--- src/shared/sdp_map.vh ---
`ifndef SDP_MAP_VH
`define SDP_MAP_VH
`define SDP_CMD_RDMEM 8'h0d
`define SDP_CMD_CRC 8'h0e
`define SDP_CMD_STEP 8'h10
`define SDP_CMD_STUFF 8'h11
`define SDP_CMD_EXEC 8'h12
`define SDP_SYNC_CHAR 8'h80
`define SDP_AUTOBAUD_BITS 8
`define SDP_MAX_DIV 512
`define SDP_MIN_DIV 4
`define SDP_DATA_BITS 8
`define SDP_CRC_INIT 16'hffff
`define SDP_CRC_POLY 16'h1021
`define SDP_NOT_HALTED_BYTE 8'hff
`define SDP_NOT_HALTED_CRC 16'hffff
`define SDP_PMEM_SIZE 17'h10000
`endif

--- src/design/sdp_serial_debug_port.v ---
`include "sdp_map.vh"
`default_nettype none
module sdp_serial_debug_port #(
   parameter PMEM_AW = 16
) (
   // clock and reset
   input wire clk_i,
   input wire rst_i,
   // debug line pin
   input wire debug_serial_line_i,
   output reg debug_serial_line_o,
   output reg debug_serial_line_oe_o,
   // processor status
   input wire cpu_halted_i,
   input wire read_protect_i,
   input wire stop_mode_i,
   // data memory read port
   output reg dmem_rd_o,
   output reg [15:0] dmem_addr_o,
   input wire [7:0] dmem_data_i,
   // program memory read port
   output reg pmem_rd_o,
   output reg [PMEM_AW-1:0] pmem_addr_o,
   input wire [7:0] pmem_data_i,
   // instruction injection to the cpu
   output reg instr_valid_o,
   output reg [2:0] instr_kind_o,
   output reg [7:0] instr_byte_o,
   output reg instr_last_o,
   input wire [2:0] instr_len_i,
   // reset request
   output reg sys_reset_req_o
);
   // =====================================================
   // receiver with autobaud
   // =====================================================
   localparam DW = 10;
   localparam [2:0] RX_WAIT = 3'h0, RX_MEAS = 3'h1, RX_IDLE = 3'h2,
      RX_BITS = 3'h3, RX_STOP = 3'h4;
   reg [2:0] rx_st_ff;
   reg [12:0] meas_ff;
   reg [DW-1:0] div_ff;
   reg locked_ff;
   reg [DW-1:0] rcnt_ff;
   reg [3:0] rbit_ff;
   reg [7:0] rsh_ff;
   reg rx_stb_ff;
   reg [7:0] rx_byte_ff;
   reg line_q_ff;
   reg tx_busy;
   wire line_in = tx_busy ? 1'b1 : debug_serial_line_i;
   always @(posedge clk_i or posedge rst_i) begin
      if (rst_i) begin
         rx_st_ff <= RX_WAIT;
         meas_ff <= 13'h0;
         div_ff <= 10'h0;
         locked_ff <= 1'b0;
         rcnt_ff <= 10'h0;
         rbit_ff <= 4'h0;
         rsh_ff <= 8'h0;
         rx_stb_ff <= 1'b0;
         rx_byte_ff <= 8'h0;
         line_q_ff <= 1'b1;
      end else begin
         line_q_ff <= line_in;
         rx_stb_ff <= 1'b0;
         case (rx_st_ff)
            RX_WAIT: begin
               meas_ff <= 13'h1;
               if (!line_in)
                  rx_st_ff <= RX_MEAS;
            end
            RX_MEAS: begin
               if (line_in) begin
                  // eight low bits measured: bit period = count / 8
                  div_ff <= meas_ff[12:3];
                  locked_ff <= 1'b1;
                  rx_st_ff <= RX_IDLE;
               end else if (meas_ff != 13'h1fff) begin
                  meas_ff <= meas_ff + 13'h1;
               end
            end
            RX_IDLE: begin
               if (line_q_ff && !line_in) begin
                  rcnt_ff <= {1'b0, div_ff[DW-1:1]};
                  rbit_ff <= 4'h0;
                  rx_st_ff <= RX_BITS;
               end
            end
            RX_BITS: begin
               if (rcnt_ff == 10'h0) begin
                  rcnt_ff <= div_ff - 10'h1;
                  if (rbit_ff == 4'h0 && line_in) begin
                     rx_st_ff <= RX_IDLE;
                  end else if (rbit_ff == 4'h9) begin
                     rx_st_ff <= RX_IDLE;
                     if (line_in) begin
                        rx_stb_ff <= 1'b1;
                        rx_byte_ff <= rsh_ff;
                     end
                  end else begin
                     if (rbit_ff != 4'h0)
                        rsh_ff <= {line_in, rsh_ff[7:1]};
                     rbit_ff <= rbit_ff + 4'h1;
                  end
               end else begin
                  rcnt_ff <= rcnt_ff - 10'h1;
               end
            end
            default: rx_st_ff <= RX_WAIT;
         endcase
      end
   end
   // =====================================================
   // two-entry reply buffer
   // =====================================================
   reg [7:0] buf_ff [0:1];
   reg [1:0] bcnt_ff;
   reg bwr_ff, brd_ff;
   reg push;
   reg [7:0] push_data;
   wire buf_ready = (bcnt_ff != 2'h2);
   wire buf_valid = (bcnt_ff != 2'h0);
   wire pop;
   always @(posedge clk_i or posedge rst_i) begin
      if (rst_i) begin
         buf_ff[0] <= 8'h0;
         buf_ff[1] <= 8'h0;
         bcnt_ff <= 2'h0;
         bwr_ff <= 1'b0;
         brd_ff <= 1'b0;
      end else begin
         if (push && buf_ready) begin
            buf_ff[bwr_ff] <= push_data;
            bwr_ff <= ~bwr_ff;
         end
         if (pop)
            brd_ff <= ~brd_ff;
         bcnt_ff <= bcnt_ff + {1'b0, push && buf_ready} - {1'b0, pop};
      end
   end
   // =====================================================
   // transmitter
   // =====================================================
   reg [DW-1:0] tcnt_ff;
   reg [3:0] tbit_ff;
   reg [9:0] tsh_ff;
   reg tact_ff;
   assign pop = buf_valid && !tact_ff;
   always @* tx_busy = tact_ff || buf_valid;
   always @(posedge clk_i or posedge rst_i) begin
      if (rst_i) begin
         tcnt_ff <= 10'h0;
         tbit_ff <= 4'h0;
         tsh_ff <= 10'h3ff;
         tact_ff <= 1'b0;
         debug_serial_line_o <= 1'b1;
         debug_serial_line_oe_o <= 1'b0;
      end else begin
         debug_serial_line_oe_o <= tx_busy;
         debug_serial_line_o <= tact_ff ? tsh_ff[0] : 1'b1;
         if (pop) begin
            tsh_ff <= {1'b1, buf_ff[brd_ff], 1'b0};
            tact_ff <= 1'b1;
            tbit_ff <= 4'h0;
            tcnt_ff <= div_ff - 10'h1;
         end else if (tact_ff) begin
            if (tcnt_ff == 10'h0) begin
               tcnt_ff <= div_ff - 10'h1;
               tsh_ff <= {1'b1, tsh_ff[9:1]};
               if (tbit_ff == 4'h9)
                  tact_ff <= 1'b0;
               tbit_ff <= tbit_ff + 4'h1;
            end else begin
               tcnt_ff <= tcnt_ff - 10'h1;
            end
         end
      end
   end
   // =====================================================
   // command controller
   // =====================================================
   localparam [2:0] C_CMD = 3'h0, C_ARG = 3'h1, C_RDM = 3'h2,
      C_CRC = 3'h3, C_CRC2 = 3'h4, C_INJ = 3'h5;
   reg [2:0] c_st_ff;
   reg [7:0] cmd_ff;
   reg [2:0] argn_ff;
   reg [16:0] left_ff;
   reg [15:0] crc_ff;
   reg [16:0] pcnt_ff;
   reg rdm_wait_ff, crc_hi_ff, ok_ff;
   function [15:0] crc_step;
      input [15:0] c;
      input [7:0] d;
      integer i;
      reg [15:0] r;
      begin
         r = c ^ {d, 8'h00};
         for (i = 0; i < 8; i = i + 1)
            r = r[15] ? ({r[14:0], 1'b0} ^ `SDP_CRC_POLY) : {r[14:0], 1'b0};
         crc_step = r;
      end
   endfunction
   wire allowed = cpu_halted_i && !read_protect_i;
   always @* begin
      push = 1'b0;
      push_data = 8'h0;
      if (c_st_ff == C_RDM && rdm_wait_ff) begin
         push = 1'b1;
         push_data = cpu_halted_i ? dmem_data_i :
            `SDP_NOT_HALTED_BYTE;
      end else if (c_st_ff == C_CRC2) begin
         push = 1'b1;
         push_data = crc_hi_ff ? crc_ff[15:8] : crc_ff[7:0];
      end
   end
   always @(posedge clk_i or posedge rst_i) begin
      if (rst_i) begin
         c_st_ff <= C_CMD;
         cmd_ff <= 8'h0;
         argn_ff <= 3'h0;
         left_ff <= 17'h0;
         crc_ff <= `SDP_CRC_INIT;
         pcnt_ff <= 17'h0;
         rdm_wait_ff <= 1'b0;
         crc_hi_ff <= 1'b0;
         ok_ff <= 1'b0;
         dmem_rd_o <= 1'b0;
         dmem_addr_o <= 16'h0;
         pmem_rd_o <= 1'b0;
         pmem_addr_o <= {PMEM_AW{1'b0}};
         instr_valid_o <= 1'b0;
         instr_kind_o <= 3'h0;
         instr_byte_o <= 8'h0;
         instr_last_o <= 1'b0;
         sys_reset_req_o <= 1'b0;
      end else begin
         sys_reset_req_o <= stop_mode_i && !debug_serial_line_i;
         dmem_rd_o <= 1'b0;
         pmem_rd_o <= 1'b0;
         instr_valid_o <= 1'b0;
         instr_last_o <= 1'b0;
         case (c_st_ff)
            C_CMD: if (rx_stb_ff && locked_ff) begin
               cmd_ff <= rx_byte_ff;
               argn_ff <= 3'h0;
               ok_ff <= allowed;
               case (rx_byte_ff)
                  `SDP_CMD_RDMEM: c_st_ff <= C_ARG;
                  `SDP_CMD_CRC: begin
                     crc_ff <= `SDP_CRC_INIT;
                     pcnt_ff <= 17'h0;
                     pmem_addr_o <= {PMEM_AW{1'b0}};
                     pmem_rd_o <= cpu_halted_i;
                     crc_hi_ff <= 1'b1;
                     if (cpu_halted_i)
                        c_st_ff <= C_CRC;
                     else begin
                        crc_ff <= `SDP_NOT_HALTED_CRC;
                        c_st_ff <= C_CRC2;
                     end
                  end
                  `SDP_CMD_STEP: begin
                     instr_valid_o <= allowed;
                     instr_kind_o <= 3'h0;
                     instr_last_o <= 1'b1;
                  end
                  `SDP_CMD_STUFF: c_st_ff <= C_INJ;
                  `SDP_CMD_EXEC: c_st_ff <= C_INJ;
                  default: c_st_ff <= C_CMD;
               endcase
            end
            C_ARG: if (rx_stb_ff) begin
               argn_ff <= argn_ff + 3'h1;
               case (argn_ff)
                  3'h0: dmem_addr_o[15:8] <= rx_byte_ff;
                  3'h1: dmem_addr_o[7:0] <= rx_byte_ff;
                  3'h2: left_ff[15:8] <= rx_byte_ff;
                  default: begin
                     // zero size means the full 64k
                     left_ff <= ({left_ff[15:8], rx_byte_ff} == 16'h0) ?
                        17'h10000 : {1'b0, left_ff[15:8], rx_byte_ff};
                     c_st_ff <= C_RDM;
                     rdm_wait_ff <= 1'b0;
                  end
               endcase
            end
            C_RDM: begin
               if (rdm_wait_ff) begin
                  if (buf_ready) begin
                     rdm_wait_ff <= 1'b0;
                     dmem_addr_o <= dmem_addr_o + 16'h1;
                     left_ff <= left_ff - 17'h1;
                     if (left_ff == 17'h1)
                        c_st_ff <= C_CMD;
                  end
               end else begin
                  dmem_rd_o <= cpu_halted_i;
                  rdm_wait_ff <= 1'b1;
               end
            end
            C_CRC: begin
               // one byte per clock over program memory
               crc_ff <= crc_step(crc_ff, pmem_data_i);
               pcnt_ff <= pcnt_ff + 17'h1;
               pmem_addr_o <= pmem_addr_o + {{(PMEM_AW-1){1'b0}}, 1'b1};
               pmem_rd_o <= 1'b1;
               if (pcnt_ff == (17'h1 << PMEM_AW) - 17'h1) begin
                  pmem_rd_o <= 1'b0;
                  c_st_ff <= C_CRC2;
               end
            end
            C_CRC2: if (buf_ready) begin
               crc_hi_ff <= 1'b0;
               if (!crc_hi_ff)
                  c_st_ff <= C_CMD;
            end
            C_INJ: if (rx_stb_ff) begin
               instr_valid_o <= ok_ff;
               instr_kind_o <= (cmd_ff == `SDP_CMD_STUFF) ? 3'h1 : 3'h2;
               instr_byte_o <= rx_byte_ff;
               argn_ff <= argn_ff + 3'h1;
               if (cmd_ff == `SDP_CMD_STUFF ||
                   argn_ff + 3'h1 >= instr_len_i) begin
                  instr_last_o <= 1'b1;
                  c_st_ff <= C_CMD;
               end
            end
            default: c_st_ff <= C_CMD;
         endcase
      end
   end
endmodule
`default_nettype wire

--- config.mk ---
export PLATFORM = sky130hd
export DESIGN_NAME = sdp_serial_debug_port
export DESIGN_NICKNAME = d
export VERILOG_FILES = /design/src/design/sdp_serial_debug_port.v
export VERILOG_INCLUDE_DIRS = /design/src /design/src/shared
export SDC_FILE = /design/constraint.sdc
export NUM_CORES = 1
export LEC_CHECK = 0
export CAP_MARGIN = 40
export CORE_MARGIN = 5
export CORE_UTILIZATION = 45
export DETAILED_ROUTE_END_ITERATION = 7
export DONT_BUFFER_PORTS = 1
export PLACE_DENSITY = 0.63
export SLEW_MARGIN = 25
export SYNTH_ARGS = -nofsm -noshare
export SYNTH_HDL_FRONTEND = slang
export SYNTH_SLANG_ARGS = --single-unit
--- constraint.sdc ---
create_clock -name clk_i -period 12.7 [get_ports clk_i]
set_clock_uncertainty 0.15 [all_clocks]
set_input_delay 2.54 -clock clk_i [delete_from_list [all_inputs] [get_ports clk_i]]
set_output_delay 2.54 -clock clk_i [all_outputs]
set_load 0.03 [all_outputs]
==> results by group <==
Status
  • Status: complete, no violations

Worst hold path
  • Worst hold path class: reg -> reg
  • Hold Path Depth: 2
  • Hold Startpoint: buf_ff[0]
  • WHS Endpoint: buf_ff[0]

STA
  • Slew headroom: 0.461
  • Setup TNS Final: 0 ns
  • Hold Vio Cnt, Final: 0
  • RSZ-0062 raised after global routing: false
  • Tmin final: 3.89 ns
  • Fin. max-slew vios: 0
  • Fmax: approximately 260 MHz
  • Fin crit share: 0.306
  • Worst Max-Slew Pin Slew: 0.808 ns
  • Finish-stage setup viols: 0

Synth
  • Sequential-to-total area share from yosys stat: 0.472
  • Flops & latches, synth: roughly 220
  • Post-synth top flop: dfrtp_1
  • Yosys top cell area share: 0.411
  • Yosys cell types: between 70 and 80
  • Commonest cells post-synth: dfrtp_1, nor2_1, a21oi_1
  • Synth top area cells: dfrtp_1, dfstp_2, mux2_2, a21oi_1, nor2_1
  • Avg Inst Size Synth: 9.64 um^2
  • Net Count, Synth: 1,254
  • Mapped Cells: 1,205
  • Most frequent cell after synthesis: dfrtp_1
  • Cell taking the most area after synthesis: dfrtp_1
  • Netlist Area Pre-Place: 11,600 um^2
  • Ys async rst share: 1.00
  • Synth warn: 0
  • Post-synth EDFFs: 0

Clock network
  • Worst skew pair latency: 0.52 ns
  • Post-CTS sizing: 0
  • Postcts setup bufs: 0
  • Hold_buf cts: 0
  • Clk sinks: 218
  • Root buffer cell: clkbuf_16
  • CTS max path bufs: 3
  • Reg clk slew, reported paths: 0.06 ns
  • H-tree levels: 1
  • CTS tree: done
  • TritonCTS Buffers: 25

Worst setup path
  • R2R Setup Slk: around 9.3 ns
  • CP Capture Type: output pin
  • CP arrival: 1.20 ns
  • Crit path kind: reg -> out
  • Critical path fanouts, max: 10
  • Reg2Reg Launch Point: c_st_ff[1]
  • Crit Reg-Reg Endpoint: left_ff[13]
  • Register-to-Register Path Depth: 5
  • CP Launch Type: register
  • CP required: 10.01 ns

Placed design
  • Number of port buffers: 0
  • HPWL Detailed: 17,700 um
  • Final GP Congestion: 0.842
  • Cells after DPL: 1,489

GRT
  • Largest net degree at the start of global routing: 154
  • Vias in the first global route: 8,569
  • First-pass GRT wire length: 44,600 um
  • Grt ovf: 0
  • Initial antenna violation count: 0
  • GRT Total Usage: 0.181

Pwr
  • Peak VDD IR: approximately 0.00010 V
  • Pwr dens: 132 nW/um^2
  • Leakage power: 5.53 nW

Floorplan
  • Die area: 29,100 um^2
  • Die X-Extent: 171 um
  • Die Ht: 171 um
  • IO Pins: 75
  • Core region area: 25,300 um^2
  • Row cnt: 58
  • Initial core utilization: 0.459

Finish
  • Final non-filler cell total: 1,540
  • Diodes inserted: 0
  • Layout Nets: 1,240
  • Area delta synth->final: 11.2%
  • Fraction of layout cells with a size suffix above 1: 0.134

Route
  • DR WL/cell: 17.5 um
  • Iteration-0 DRC Markers: roughly 740
  • Final wirelength: 26,900 um
  • Vias per cell: a little under 6
  • Detailed-route via count: 9,002
  • Drt first pass iters: 5
  • DRT antenna net count: 0
  • DRC Markers: 0

Run
  • Max Cap Viol: 0
-- per-layer routing --
metal,GRT usage,vias to the layer above,share of wire
met5,0,-,0
met4,0.0358,0,0.016
met3,0.0273,35,0.066
met2,0.284,237,0.45
met1,0.270,4382,0.47
li1,-,4348,-
-- flip-flops by register name (all words and copies together), names as in the netlist, 3 cells and up --
register and flops:
rbit_ff 4, crc_ff 16, rx_byte_ff 8, tbit_ff 4, instr_byte_o 8, rsh_ff 8
c_st_ff 3, pcnt_ff 17, div_ff 10, cmd_ff 8, pmem_addr_o 16, dmem_addr_o 16
buf_ff 16, tcnt_ff 10, tsh_ff 9, left_ff 17, meas_ff 13, argn_ff 3
rcnt_ff 10
-- worst max path at each step --
stage | start | end | slack [ns] | cells past startpoint
finish | dmem_addr_o[2] | dmem_addr_o[2] | 8.81 | 0
global route | debug_serial_line_i | meas_ff[5] | 8.66 | 7
CTS | debug_serial_line_i | rcnt_ff[8] | 8.77 | 7
detailed placement | debug_serial_line_i | rcnt_ff[8] | 8.26 | 7
global placement | rst_i | div_ff[2] | 8.31 | 2
floorplan | rst_i | argn_ff[0] | 4.09 | 1
-- placed cells by master, fill, tap and decap left out, drive strengths merged, types with 18 or more instances in the layout --
cell and instances:
xnor2 39, o21ai 83, nor2 110, dfrtp 191, clkbuf 39, nand4 18, buf 21, xor2 26
mux2 53, nand2 80, dfstp 27, ha 24, nor3 47, inv 42, a21oi 94, nand3 40
-- where the power goes --
group	switching, mW	total [mW]	internal [mW]
clock	0.290	0.804	0.514
sequential	0.0384	0.761	0.722
combinational	0.0804	0.140	0.0595
total	0.409	1.70	1.30
-- layout make-up --
| class | count | area (um^2) |
|---|---|---|
| fillers | 2288 | 12400 |
| multi-input cells | 882 | 5720 |
| flip-flops and latches | 218 | 5490 |
| clock buffers | 37 | 721 |
| well taps | 330 | 413 |
| repair buffers | 23 | 210 |
| clock inverters | 9 | 199 |
| inverters | 41 | 166 |
-- through the flow --
stage | util | power, mW | cell area, um^2 | worst slack [ns] | hold WS [ns]
floorplan | - | 0.873 | 11600 | 4.09 | 0.287
global placement | 0.470 | 0.905 | 11900 | 8.31 | 0.314
detailed placement | 0.471 | 0.909 | 11900 | 8.26 | 0.323
CTS | 0.507 | 1.72 | 12800 | 8.77 | 0.337
global route | 0.510 | 1.78 | 12900 | 8.66 | 0.351
finish | 0.510 | 1.70 | 12900 | 8.81 | 0.331
-- logic make-up after synthesis --
group,synth area share
simple gates,0.181
compound gates,0.167
flops,0.472
buf+inv,0.0356
mux,0.0686
xor+xnor,0.0490
fa+ha+maj,0.0258
other cells,0.000323
No activity file was read; power rests on OpenSTA's default activity.
